--- src/hdl/sdcsm_map.svh ---
// Register map, field positions, reset values and timing counts of the card slot monitor
`ifndef SDCSM_MAP_SVH
`define SDCSM_MAP_SVH

// Register byte offsets
`define SDCSM_OFF_STATUS 12'h000
`define SDCSM_OFF_CONTROL 12'h004
`define SDCSM_OFF_CAPACITY 12'h008
`define SDCSM_OFF_FREE 12'h00C

// Status fields
`define SDCSM_ST_MOUNTED 0
`define SDCSM_ST_BUSY 1
`define SDCSM_ST_WPROT 2
`define SDCSM_ST_PRESENT 3
`define SDCSM_ST_STATE_LSB 8
`define SDCSM_ST_STATE_W 3

// Control fields
`define SDCSM_CTL_UNMOUNT 0

// Reset values
`define SDCSM_RST_UNMOUNT 1'h0
`define SDCSM_RST_MB 16'h0000

// Largest supported card, 32 GB in megabytes
`define SDCSM_MAX_CAP_MB 16'h8000

// Timing
`define SDCSM_CLK_MHZ 250
`define SDCSM_SLOW_PERIOD_MS 1000
`define SDCSM_FAST_PERIOD_MS 100
`define SDCSM_SLOW_HALF_CYC ((`SDCSM_SLOW_PERIOD_MS * 1000 * `SDCSM_CLK_MHZ) / 2)
`define SDCSM_FAST_HALF_CYC ((`SDCSM_FAST_PERIOD_MS * 1000 * `SDCSM_CLK_MHZ) / 2)
`define SDCSM_BLINK_CNT_W 27

`endif

--- src/hdl/sdcsm_pkg.sv ---
// Types shared by the card slot monitor and its surroundings
package sdcsm_pkg;

  typedef enum logic [2:0] {
    st_empty,
    st_ident,
    st_ready,
    st_access,
    st_unmount,
    st_unmounted,
    st_bad
  } sdcsm_state_t;

  // Program side transfer request, req is a one-cycle strobe
  typedef struct packed {
    logic req;
    logic write;
  } sdcsm_acc_req_t;

  typedef struct packed {
    logic done;
    logic refused;
  } sdcsm_acc_rsp_t;

  // Card engine answers, all one-cycle strobes with data
  typedef struct packed {
    logic ident_done;
    logic ident_ok;
    logic [15:0] capacity_mb;
    logic free_valid;
    logic [15:0] free_mb;
    logic xfer_done;
    logic flush_done;
  } sdcsm_eng_rsp_t;

  typedef struct packed {
    logic ident_start;
    logic xfer_start;
    logic xfer_write;
    logic flush;
  } sdcsm_eng_cmd_t;

endpackage : sdcsm_pkg

--- src/hdl/sdcsm_blink.sv ---
// Square wave blink generator with equal on and off halves
`timescale 1ns/10ps
module sdcsm_blink #(
  parameter int unsigned HALF = 2,
  parameter int CNT_W = 27
)(
  input wire logic pclk,
  input wire logic presetn,
  input wire logic run,
  output logic phase
);

  logic [CNT_W-1:0] cnt_reg;
  logic phase_reg;

  assign phase = phase_reg;

  // RL12 equal half periods
  always_ff @(posedge pclk or negedge presetn)
  begin
    if (!presetn)
    begin
      cnt_reg <= '0;
      phase_reg <= 1'b1;
    end
    else if (!run)
    begin
      // Restart lit so each pattern opens with a full on half
      cnt_reg <= '0;
      phase_reg <= 1'b1;
    end
    else if (cnt_reg == CNT_W'(HALF - 1))
    begin
      cnt_reg <= '0;
      phase_reg <= ~phase_reg;
    end
    else
    begin
      cnt_reg <= cnt_reg + 1'b1;
    end
  end

endmodule : sdcsm_blink

--- src/hdl/sdcsm_top.sv ---
// Card slot status monitor: card state, status LED patterns and APB registers
`timescale 1ns/10ps
`include "sdcsm_map.svh"
////////////////////////////////////////////////////////////////////////////////
// Function
// RL1 - LED steady on while a recognised card idles ready, not safe to remove
// RL2 - LED slow blink, 1 s period, while identifying or unmounting
// RL3 - LED fast blink, 100 ms period, during any read or write transfer
// RL4 - LED dark when empty, unsupported card or unmounted on request
// RL5 - Mounted flag set when card usable, cleared when absent or unrecognised
// RL6 - Busy flag high for the whole of each card access
// RL7 - Unmount request stops access until the card is removed and reinserted
// RL8 - Capacity in megabytes up to 32 GB, zero when absent or unrecognised
// RL9 - Free space in megabytes, zero when absent or unrecognised
// RL10 - No write to a card whose write protect switch is set
// RL11 - Operator removes card only powered down or after unmount completes
// RL12 - Both blink patterns from clock counters, equal on and off halves
////////////////////////////////////////////////////////////////////////////////
module sdcsm_top #(
  parameter int unsigned SLOW_HALF = `SDCSM_SLOW_HALF_CYC,
  parameter int unsigned FAST_HALF = `SDCSM_FAST_HALF_CYC,
  parameter int CNT_W = `SDCSM_BLINK_CNT_W
)(
  input wire logic pclk,
  input wire logic presetn,
  input wire logic psel,
  input wire logic penable,
  input wire logic pwrite,
  input wire logic [11:0] paddr,
  input wire logic [31:0] pwdata,
  input wire logic [3:0] pstrb,
  output logic [31:0] prdata,
  output logic pready,
  output logic pslverr,
  input wire logic card_present_n,
  input wire logic card_wprot,
  input wire sdcsm_pkg::sdcsm_acc_req_t acc_req,
  output sdcsm_pkg::sdcsm_acc_rsp_t acc_rsp,
  input wire sdcsm_pkg::sdcsm_eng_rsp_t eng_rsp,
  output sdcsm_pkg::sdcsm_eng_cmd_t eng_cmd,
  output logic card_mounted_flag,
  output logic card_busy_flag,
  output logic led
);

  ////////////////////////////////////////////////////////////////////////////
  // Declarations

  logic [1:0] pin_meta_reg;
  logic [1:0] pin_sync_reg;
  logic present_s;
  logic wprot_s;
  logic present_d_reg;
  logic removed;

  sdcsm_pkg::sdcsm_state_t state_reg;
  sdcsm_pkg::sdcsm_eng_cmd_t cmd_reg;
  sdcsm_pkg::sdcsm_acc_rsp_t rsp_reg;

  logic card_unmount_request_reg;
  logic [15:0] card_capacity_mb_reg;
  logic [15:0] card_free_mb_reg;
  logic card_mounted_flag_reg;
  logic card_busy_flag_reg;

  logic [31:0] prdata_reg;
  logic pready_reg;
  logic pslverr_reg;
  logic apb_access;
  logic apb_commit;
  logic ctl_write;

  logic slow_run;
  logic fast_run;
  logic slow_phase;
  logic fast_phase;
  logic led_reg;
  logic ident_good;
  logic [31:0] status_word;

  assign prdata = prdata_reg;
  assign pready = pready_reg;
  assign pslverr = pslverr_reg;
  assign eng_cmd = cmd_reg;
  assign acc_rsp = rsp_reg;
  assign card_mounted_flag = card_mounted_flag_reg;
  assign card_busy_flag = card_busy_flag_reg;
  assign led = led_reg;

  ////////////////////////////////////////////////////////////////////////////
  // Slot pins, two flops each before any use

  always_ff @(posedge pclk or negedge presetn)
  begin
    if (!presetn)
    begin
      pin_meta_reg <= 2'h0;
      pin_sync_reg <= 2'h0;
    end
    else
    begin
      pin_meta_reg <= {card_wprot, ~card_present_n};
      pin_sync_reg <= pin_meta_reg;
    end
  end

  assign present_s = pin_sync_reg[0];
  assign wprot_s = pin_sync_reg[1];

  always_ff @(posedge pclk or negedge presetn)
  begin
    if (!presetn)
    begin
      present_d_reg <= 1'b0;
    end
    else
    begin
      present_d_reg <= present_s;
    end
  end

  // No debounce beyond the synchroniser; slot switch bounce restarts identify
  assign removed = present_d_reg & ~present_s;

  ////////////////////////////////////////////////////////////////////////////
  // Card state machine and engine commands

  // Cards beyond 32 GB or of zero size count as unsupported
  assign ident_good = eng_rsp.ident_ok &&
                      (eng_rsp.capacity_mb != 16'h0000) &&
                      (eng_rsp.capacity_mb <= `SDCSM_MAX_CAP_MB);

  always_ff @(posedge pclk or negedge presetn)
  begin
    if (!presetn)
    begin
      state_reg <= sdcsm_pkg::st_empty;
      cmd_reg <= '0;
      rsp_reg <= '0;
    end
    else
    begin
      cmd_reg <= '0;
      rsp_reg <= '0;
      // RL10 write protect refusal
      if (acc_req.req && (state_reg != sdcsm_pkg::st_ready || card_unmount_request_reg ||
          (acc_req.write && wprot_s) || !present_s))
      begin
        rsp_reg.refused <= 1'b1;
      end
      if (!present_s)
      begin
        // Removal ends everything; a transfer in flight is answered refused
        if (state_reg == sdcsm_pkg::st_access)
        begin
          rsp_reg.refused <= 1'b1;
        end
        state_reg <= sdcsm_pkg::st_empty;
      end
      else
      begin
        case (state_reg)
          sdcsm_pkg::st_empty:
          begin
            state_reg <= sdcsm_pkg::st_ident;
            cmd_reg.ident_start <= 1'b1;
          end
          sdcsm_pkg::st_ident:
          begin
            // RL7 abandon identify
            if (card_unmount_request_reg)
            begin
              state_reg <= sdcsm_pkg::st_unmount;
              cmd_reg.flush <= 1'b1;
            end
            // RL5 recognise card
            else if (eng_rsp.ident_done)
            begin
              state_reg <= ident_good ? sdcsm_pkg::st_ready : sdcsm_pkg::st_bad;
            end
          end
          sdcsm_pkg::st_ready:
          begin
            // RL7 stop new access
            if (card_unmount_request_reg)
            begin
              state_reg <= sdcsm_pkg::st_unmount;
              cmd_reg.flush <= 1'b1;
            end
            // RL10 grant only allowed writes
            else if (acc_req.req && !(acc_req.write && wprot_s))
            begin
              state_reg <= sdcsm_pkg::st_access;
              cmd_reg.xfer_start <= 1'b1;
              cmd_reg.xfer_write <= acc_req.write;
            end
          end
          sdcsm_pkg::st_access:
          begin
            // RL6 access ends on done
            if (eng_rsp.xfer_done)
            begin
              rsp_reg.done <= 1'b1;
              if (card_unmount_request_reg)
              begin
                state_reg <= sdcsm_pkg::st_unmount;
                cmd_reg.flush <= 1'b1;
              end
              else
              begin
                state_reg <= sdcsm_pkg::st_ready;
              end
            end
          end
          sdcsm_pkg::st_unmount:
          begin
            if (eng_rsp.flush_done)
            begin
              state_reg <= sdcsm_pkg::st_unmounted;
            end
          end
          default:
          begin
            // RL7 wait for removal
            state_reg <= state_reg;
          end
        endcase
      end
    end
  end

  ////////////////////////////////////////////////////////////////////////////
  // Program visible flags

  always_ff @(posedge pclk or negedge presetn)
  begin
    if (!presetn)
    begin
      card_mounted_flag_reg <= 1'b0;
      card_busy_flag_reg <= 1'b0;
    end
    else
    begin
      // RL5 mounted flag
      card_mounted_flag_reg <= (state_reg == sdcsm_pkg::st_ready) ||
                               (state_reg == sdcsm_pkg::st_access);
      // RL6 busy flag
      card_busy_flag_reg <= (state_reg == sdcsm_pkg::st_access);
    end
  end

  // Unmount request: software owns it, removal clears it so a fresh card mounts
  always_ff @(posedge pclk or negedge presetn)
  begin
    if (!presetn)
    begin
      card_unmount_request_reg <= `SDCSM_RST_UNMOUNT;
    end
    else if (ctl_write)
    begin
      card_unmount_request_reg <= pwdata[`SDCSM_CTL_UNMOUNT];
    end
    // RL7 rearm on removal
    else if (removed || state_reg == sdcsm_pkg::st_empty)
    begin
      card_unmount_request_reg <= 1'b0;
    end
  end

  ////////////////////////////////////////////////////////////////////////////
  // Capacity and free space

  always_ff @(posedge pclk or negedge presetn)
  begin
    if (!presetn)
    begin
      card_capacity_mb_reg <= `SDCSM_RST_MB;
      card_free_mb_reg <= `SDCSM_RST_MB;
    end
    // RL8 zero when absent
    else if (!present_s || state_reg == sdcsm_pkg::st_empty || state_reg == sdcsm_pkg::st_bad ||
             state_reg == sdcsm_pkg::st_unmounted)
    begin
      card_capacity_mb_reg <= `SDCSM_RST_MB;
      card_free_mb_reg <= `SDCSM_RST_MB;
    end
    else if (state_reg == sdcsm_pkg::st_ident)
    begin
      // RL8 capacity on recognition
      if (eng_rsp.ident_done && ident_good && !card_unmount_request_reg)
      begin
        card_capacity_mb_reg <= eng_rsp.capacity_mb;
        card_free_mb_reg <= eng_rsp.free_mb;
      end
    end
    // RL9 free space updates
    else if (eng_rsp.free_valid)
    begin
      card_free_mb_reg <= eng_rsp.free_mb;
    end
  end

  ////////////////////////////////////////////////////////////////////////////
  // Status LED

  // RL2 slow pattern
  assign slow_run = (state_reg == sdcsm_pkg::st_ident) || (state_reg == sdcsm_pkg::st_unmount);
  // RL3 fast pattern
  assign fast_run = (state_reg == sdcsm_pkg::st_access);

  sdcsm_blink #(
    .HALF(SLOW_HALF),
    .CNT_W(CNT_W)
  ) u_slow (
    .pclk(pclk),
    .presetn(presetn),
    .run(slow_run),
    .phase(slow_phase)
  );

  sdcsm_blink #(
    .HALF(FAST_HALF),
    .CNT_W(CNT_W)
  ) u_fast (
    .pclk(pclk),
    .presetn(presetn),
    .run(fast_run),
    .phase(fast_phase)
  );

  always_ff @(posedge pclk or negedge presetn)
  begin
    if (!presetn)
    begin
      led_reg <= 1'b0;
    end
    else
    begin
      case (state_reg)
        // RL1 steady on
        sdcsm_pkg::st_ready: led_reg <= 1'b1;
        sdcsm_pkg::st_ident: led_reg <= slow_phase;
        sdcsm_pkg::st_unmount: led_reg <= slow_phase;
        sdcsm_pkg::st_access: led_reg <= fast_phase;
        // RL4 dark otherwise
        default: led_reg <= 1'b0;
      endcase
    end
  end

  ////////////////////////////////////////////////////////////////////////////
  // APB slave, one wait state so every answer comes from a flop

  assign apb_access = psel && penable;
  assign apb_commit = apb_access && pready_reg;
  assign ctl_write = apb_commit && pwrite && pstrb[0] && (paddr == `SDCSM_OFF_CONTROL);

  always_comb
  begin
    status_word = 32'h0000_0000;
    status_word[`SDCSM_ST_MOUNTED] = card_mounted_flag_reg;
    status_word[`SDCSM_ST_BUSY] = card_busy_flag_reg;
    status_word[`SDCSM_ST_WPROT] = wprot_s;
    status_word[`SDCSM_ST_PRESENT] = present_s;
    status_word[`SDCSM_ST_STATE_LSB +: `SDCSM_ST_STATE_W] = state_reg;
  end

  always_ff @(posedge pclk or negedge presetn)
  begin
    if (!presetn)
    begin
      pready_reg <= 1'b0;
      pslverr_reg <= 1'b0;
      prdata_reg <= 32'h0000_0000;
    end
    else if (apb_access && !pready_reg)
    begin
      pready_reg <= 1'b1;
      pslverr_reg <= 1'b0;
      prdata_reg <= 32'h0000_0000;
      if (paddr == `SDCSM_OFF_STATUS)
      begin
        if (!pwrite)
        begin
          prdata_reg <= status_word;
        end
      end
      else if (paddr == `SDCSM_OFF_CONTROL)
      begin
        if (!pwrite)
        begin
          prdata_reg <= {31'h0000_0000, card_unmount_request_reg};
        end
      end
      else if (paddr == `SDCSM_OFF_CAPACITY)
      begin
        if (!pwrite)
        begin
          prdata_reg <= {16'h0000, card_capacity_mb_reg};
        end
      end
      else if (paddr == `SDCSM_OFF_FREE)
      begin
        if (!pwrite)
        begin
          prdata_reg <= {16'h0000, card_free_mb_reg};
        end
      end
      else
      begin
        // Unmapped address answers with an error and zero data
        pslverr_reg <= 1'b1;
      end
    end
    else
    begin
      pready_reg <= 1'b0;
      pslverr_reg <= 1'b0;
      prdata_reg <= 32'h0000_0000;
    end
  end

endmodule : sdcsm_top

--- config.mk ---
export PLATFORM = sky130hd
export DESIGN_NAME = sdcsm_top
export DESIGN_NICKNAME = d
export VERILOG_FILES = /design/src/hdl/sdcsm_pkg.sv /design/src/hdl/sdcsm_blink.sv /design/src/hdl/sdcsm_top.sv
export VERILOG_INCLUDE_DIRS = /design/src /design/src/hdl
export SDC_FILE = /design/constraint.sdc
export NUM_CORES = 1
export LEC_CHECK = 0
export BUFFER_PORTS_ARGS = -buffer_cell sky130_fd_sc_hd__buf_2
export CAP_MARGIN = 0
export CORE_MARGIN = 5
export CORE_UTILIZATION = 35
export CTS_BUF_LIST = sky130_fd_sc_hd__clkbuf_8 sky130_fd_sc_hd__clkbuf_16
export DETAILED_ROUTE_END_ITERATION = 10
export GPL_TIMING_DRIVEN = 0
export PLACE_DENSITY_LB_ADDON = 0.1
export SLEW_MARGIN = 25
export SYNTH_ARGS = -nofsm -noshare
export SYNTH_HDL_FRONTEND = slang
export SYNTH_SLANG_ARGS = --single-unit
--- constraint.sdc ---
create_clock -name pclk -period 4.3 [get_ports pclk]
set_input_delay 0.86 -clock pclk [delete_from_list [all_inputs] [get_ports pclk]]
set_output_delay 0.86 -clock pclk [all_outputs]
set_load 0.02 [all_outputs]
==> impl_results.html <==
<table>
<tr><th>Metric</th><th>Value</th></tr>
<tr><th colspan="2">Outcome</th></tr>
<tr><td>Result of the run</td><td>finished clean</td></tr>
<tr><th colspan="2">Setup path</th></tr>
<tr><td>Crit Path Class</td><td>input port to flip-flop</td></tr>
<tr><td>Endpoint required time on the critical path</td><td>4580 ps</td></tr>
<tr><td>Critical path fanouts, max</td><td>10</td></tr>
<tr><td>Largest stage delay on the critical path</td><td>500 ps</td></tr>
<tr><td>Arrival time worst endpoint</td><td>2850 ps</td></tr>
<tr><td>Kind of end point of the critical path</td><td>flip-flop</td></tr>
<tr><td>Crit path buffers/inverters</td><td>2</td></tr>
<tr><td>Largest delay share family, worst path</td><td>simple AND/OR/NAND/NOR gates</td></tr>
<tr><td>Slowest cell on the critical path</td><td>mux2i_4</td></tr>
<tr><td>Series of cell instances along the critical path</td><td>buf_2 &gt; nor4_1 &gt; and4_1 &gt; mux2i_4 &gt; buf_6 &gt; mux2i_1 &gt; nor2_1</td></tr>
<tr><td>Crit path launch type</td><td>input port</td></tr>
<tr><th colspan="2">Timing</th></tr>
<tr><td>Final-report hold violation count</td><td>0</td></tr>
<tr><td>Sum of negative setup slack</td><td>0 ps</td></tr>
<tr><td>Worst Hold Slack</td><td>352 ps</td></tr>
<tr><td>Max Transition Viols Final</td><td>0</td></tr>
<tr><td>Highest Clock Rate</td><td>389 MHz</td></tr>
<tr><td>Fraction of the cycle the final worst path needs</td><td>0.598</td></tr>
<tr><td>Tightest Pin Transition</td><td>848 ps</td></tr>
<tr><td>Largest clock skew in the final design</td><td>9.27 ps</td></tr>
<tr><td>Relative max-transition margin</td><td>0.430</td></tr>
<tr><td>Setup Viol. Count Final</td><td>0</td></tr>
<tr><td>Smallest setup slack after layout</td><td>1730 ps</td></tr>
<tr><td>Unrepaired setup endpoints after global routing</td><td>no</td></tr>
<tr><td>Minimum period implied by the final worst setup slack</td><td>2570 ps</td></tr>
<tr><th colspan="2">Clocking</th></tr>
<tr><td>Hold-fix buffers, CTS</td><td>0</td></tr>
<tr><td>CTS HTree Levels</td><td>4</td></tr>
<tr><td>Clock Tree Root</td><td>clkbuf_16</td></tr>
<tr><td>Clock transition at the registers of the reported paths</td><td>50 ps</td></tr>
<tr><td>CTS buffer count</td><td>17</td></tr>
<tr><td>Post-CTS setup-driven buffer insertion count</td><td>0</td></tr>
<tr><td>Number of buffers on the longest clock path</td><td>2</td></tr>
<tr><td>Later-pin clock latency in the skew report</td><td>420 ps</td></tr>
<tr><td>Number of gates resized after CTS</td><td>0</td></tr>
<tr><td>Clock tree from TritonCTS</td><td>yes</td></tr>
<tr><td>Number of clock sinks</td><td>124</td></tr>
<tr><th colspan="2">Pwr</th></tr>
<tr><td>Portion of total power attributed to sequential cells</td><td>0.372</td></tr>
<tr><td>Pwr/cell area</td><td>478 mW/mm2</td></tr>
<tr><td>Comb power frac</td><td>0.230</td></tr>
<tr><td>Proportion of power drawn by the clock network</td><td>0.399</td></tr>
<tr><td>Leak Pwr</td><td>3.35 nW</td></tr>
<tr><td>Switching portion of total power</td><td>0.305</td></tr>
<tr><td>Maximum vdd drop</td><td>0.000303 V</td></tr>
<tr><td>Internal portion of total power</td><td>0.00243 W</td></tr>
<tr><td>Net switching power</td><td>0.00106 W</td></tr>
<tr><th colspan="2">Logic synthesis</th></tr>
<tr><td>List of most frequent post-synthesis cells</td><td>dfrtp_1 (122), nor2_1 (109), nand2_1 (58), mux2i_1 (47), xor2_1 (35)</td></tr>
<tr><td>Mux share of post-synthesis cell area</td><td>0.0870</td></tr>
<tr><td>Post-synth EDFFs</td><td>0</td></tr>
<tr><td>Area fraction of the dominant cell type after synthesis</td><td>0.515</td></tr>
<tr><td>Synth Flop Type</td><td>dfrtp_1</td></tr>
<tr><td>Share of the synthesized area in compound gates (AO/OA/AOI/OAI)</td><td>0.0315</td></tr>
<tr><td>Post-Synth Simple-Gate Area</td><td>0.226</td></tr>
<tr><td>Cells after synthesis</td><td>585</td></tr>
<tr><td>Number of synthesized register bits</td><td>124</td></tr>
<tr><td>Dominant cell by count in the synthesized netlist</td><td>dfrtp_1</td></tr>
<tr><td>Distinct cell type count of the synthesized netlist</td><td>50</td></tr>
<tr><td>Post-synthesis cell type with the largest combined area</td><td>dfrtp_1</td></tr>
<tr><td>Area share of xor/xnor cells in the synthesized design</td><td>0.0769</td></tr>
<tr><td>Sequential fraction of the synthesis area</td><td>0.524</td></tr>
<tr><td>Netlist Area Pre-Place</td><td>0.00593 mm2</td></tr>
<tr><td>Async SR Flop Fraction</td><td>1.00</td></tr>
<tr><td>Dominant combinational cell family by area after synthesis</td><td>simple AND/OR/NAND/NOR gates</td></tr>
<tr><td>Post-Synth Adder-Cell Area</td><td>0.00422</td></tr>
<tr><td>Number of synthesis warnings</td><td>0</td></tr>
<tr><td>Post-synthesis area per instance</td><td>10.1 um2</td></tr>
<tr><td>Most area-consuming cells after synthesis</td><td>dfrtp_1 (52%), mux2i_1 (7.9%), nor2_1 (6.9%), xor2_1 (5.2%), nand2_1 (3.7%)</td></tr>
<tr><th colspan="2">Drt</th></tr>
<tr><td>Detailed-router iteration count before antenna repair</td><td>4</td></tr>
<tr><td>Number of routed nets with antenna violations</td><td>0</td></tr>
<tr><td>Routed via count divided by cell count</td><td>4.77</td></tr>
<tr><td>Routed wirelength normalized by instance count</td><td>14.5 um</td></tr>
<tr><td>Wire length after detailed routing</td><td>13.6 mm</td></tr>
<tr><td>Drc violations</td><td>0</td></tr>
<tr><td>Routed via count</td><td>4468</td></tr>
<tr><td>Starting DRC count in detailed routing</td><td>233</td></tr>
<tr><th colspan="2">Floorplanning</th></tr>
<tr><td>Die Wd</td><td>140 um</td></tr>
<tr><td>Core box area</td><td>0.0166 mm2</td></tr>
<tr><td>Die extent in y</td><td>140 um</td></tr>
<tr><td>Number of I/O pins</td><td>137</td></tr>
<tr><td>Initial Utilization</td><td>0.357</td></tr>
<tr><td>Row count</td><td>47</td></tr>
<tr><td>Floorplan die area</td><td>0.0196 mm2</td></tr>
<tr><th colspan="2">Layout</th></tr>
<tr><td>Synth-to-Final Area Change</td><td>23.3%</td></tr>
<tr><td>Cell area after layout</td><td>0.00731 mm2</td></tr>
<tr><td>Final Net Count</td><td>801</td></tr>
<tr><td>Share of post-route cells with drive strength above 1</td><td>0.215</td></tr>
<tr><td>Seq. cell area</td><td>0.00311 mm2</td></tr>
<tr><td>Multi-input gate area</td><td>0.00258 mm2</td></tr>
<tr><td>Number of antenna repair diodes</td><td>0</td></tr>
<tr><td>Final-layout fill cell count</td><td>1666</td></tr>
<tr><th colspan="2">Place</th></tr>
<tr><td>RePlAce Congestion</td><td>0.834</td></tr>
<tr><td>Number of I/O port buffers</td><td>85</td></tr>
<tr><td>Post-Place Worst Slack</td><td>1290 ps</td></tr>
<tr><td>Half-perimeter wire length after placement</td><td>9.93 mm</td></tr>
<tr><td>Placed instance area</td><td>0.00673 mm2</td></tr>
<tr><th colspan="2">GRT</th></tr>
<tr><td>Total congestion overflow</td><td>0</td></tr>
<tr><td>GRT Total Usage</td><td>0.142</td></tr>
<tr><td>Number of global-route vias before repair</td><td>4485</td></tr>
<tr><td>Number of antenna violations at the first check in global routing</td><td>0</td></tr>
<tr><td>First-pass GRT wire length</td><td>22.6 mm</td></tr>
<tr><td>Largest net degree at the start of global routing</td><td>68</td></tr>
<tr><th colspan="2">Worst hold path</th></tr>
<tr><td>Worst hold path type</td><td>flip-flop to flip-flop</td></tr>
<tr><th colspan="2">Job</th></tr>
<tr><td># Max-Cap Violations</td><td>0</td></tr>
</table>
placed cells by master, fill, tap and decap left out, types with 3 or more instances in the layout:
master / netlist / final
xnor2_1: 17 / 17
nor3_1: 12 / 12
clkinv_2: 0 / 4
and2_1: 3 / 3
a21oi_1: 5 / 5
nor2_1: 109 / 109
nand4_1: 19 / 19
clkbuf_1: 11 / 11
clkbuf_16: 0 / 17
dfrtp_1: 122 / 122
buf_2: 7 / 91
nor2b_1: 5 / 5
nand2b_1: 4 / 4
nand3_1: 28 / 28
buf_6: 5 / 5
and4_1: 4 / 4
conb_1: 1 / 16
xor2_1: 35 / 35
clkbuf_8: 0 / 4
buf_4: 17 / 17
nand2_1: 58 / 58
o21ai_0: 5 / 5
and3_1: 13 / 13
inv_1: 8 / 11
mux2i_1: 47 / 47
a31oi_1: 7 / 7
nor4_1: 11 / 10
power by group through the flow:
stage               sequential, W  clock, W  combinational (W)
floorplan                 0.00133         0           0.000543
global placement          0.00132         0           0.000801
detailed placement        0.00132         0           0.000810
CTS                       0.00130   0.00142           0.000815
global route              0.00131   0.00147           0.000894
finish                    0.00130   0.00139           0.000803
through the flow:
stage	total power, W	instances	utilization
floorplan	0.00188	600	-
global placement	0.00212	905	0.403
global route	0.00367	937	0.441
finish	0.00349	937	0.441
CTS	0.00353	937	0.441
detailed placement	0.00213	906	0.406
final cells by class:
class | instances | area share
Sequential cell | 124 | 0.425
Multi-Input combinational cell | 426 | 0.354
Clock buffer | 21 | 0.0658
Timing Repair Buffer | 86 | 0.0634
Tap cell | 220 | 0.0377
Buffer | 42 | 0.0367
Clock inverter | 10 | 0.0135
Inverter | 8 | 0.00411
layer usage:
metal | wire, um | part of all wire | track usage | up-vias
met4 | 229 | 0.017 | 0.0464 | 0
met2 | 6330 | 0.47 | 0.225 | 104
li1 | - | - | - | 2203
met3 | 731 | 0.054 | 0.0436 | 17
met1 | 6320 | 0.46 | 0.188 | 2144
met5 | 0 | 0 | 0 | -
worst paths after layout:
path                                             start                             endpoint  slack (ps)  depth (start not counted)
max in group asynchronous                      presetn             u_slow.phase$_DFFE_PN1P_        3230                          2
max                                        eng_rsp[26]  card_capacity_mb_reg[3]$_DFFE_PN0P_        1730                          7
min reg2reg                  pin_meta_reg[1]$_DFF_PN0_            pin_sync_reg[1]$_DFF_PN0_         350                          0
max reg2reg                u_slow.cnt_reg[0]$_DFF_PN0_         u_slow.cnt_reg[12]$_DFF_PN0_        1920                          8
min in group asynchronous                      presetn                 eng_cmd[2]$_DFF_PN0_         360                          1
min                          pin_meta_reg[1]$_DFF_PN0_            pin_sync_reg[1]$_DFF_PN0_         350                          0
cells by family (layout without fill, tap and decap cells):
| group | Yosys count | after routing |
|---|---|---|
| fa+ha+maj | 2 | 2 |
| other cells | 1 | 16 |
| compound gates | 28 | 28 |
| mux | 49 | 49 |
| buf+inv | 50 | 167 |
| xor+xnor | 52 | 52 |
| simple gates | 279 | 279 |
| flops | 124 | 124 |
(Power assumes the default switching activity.)
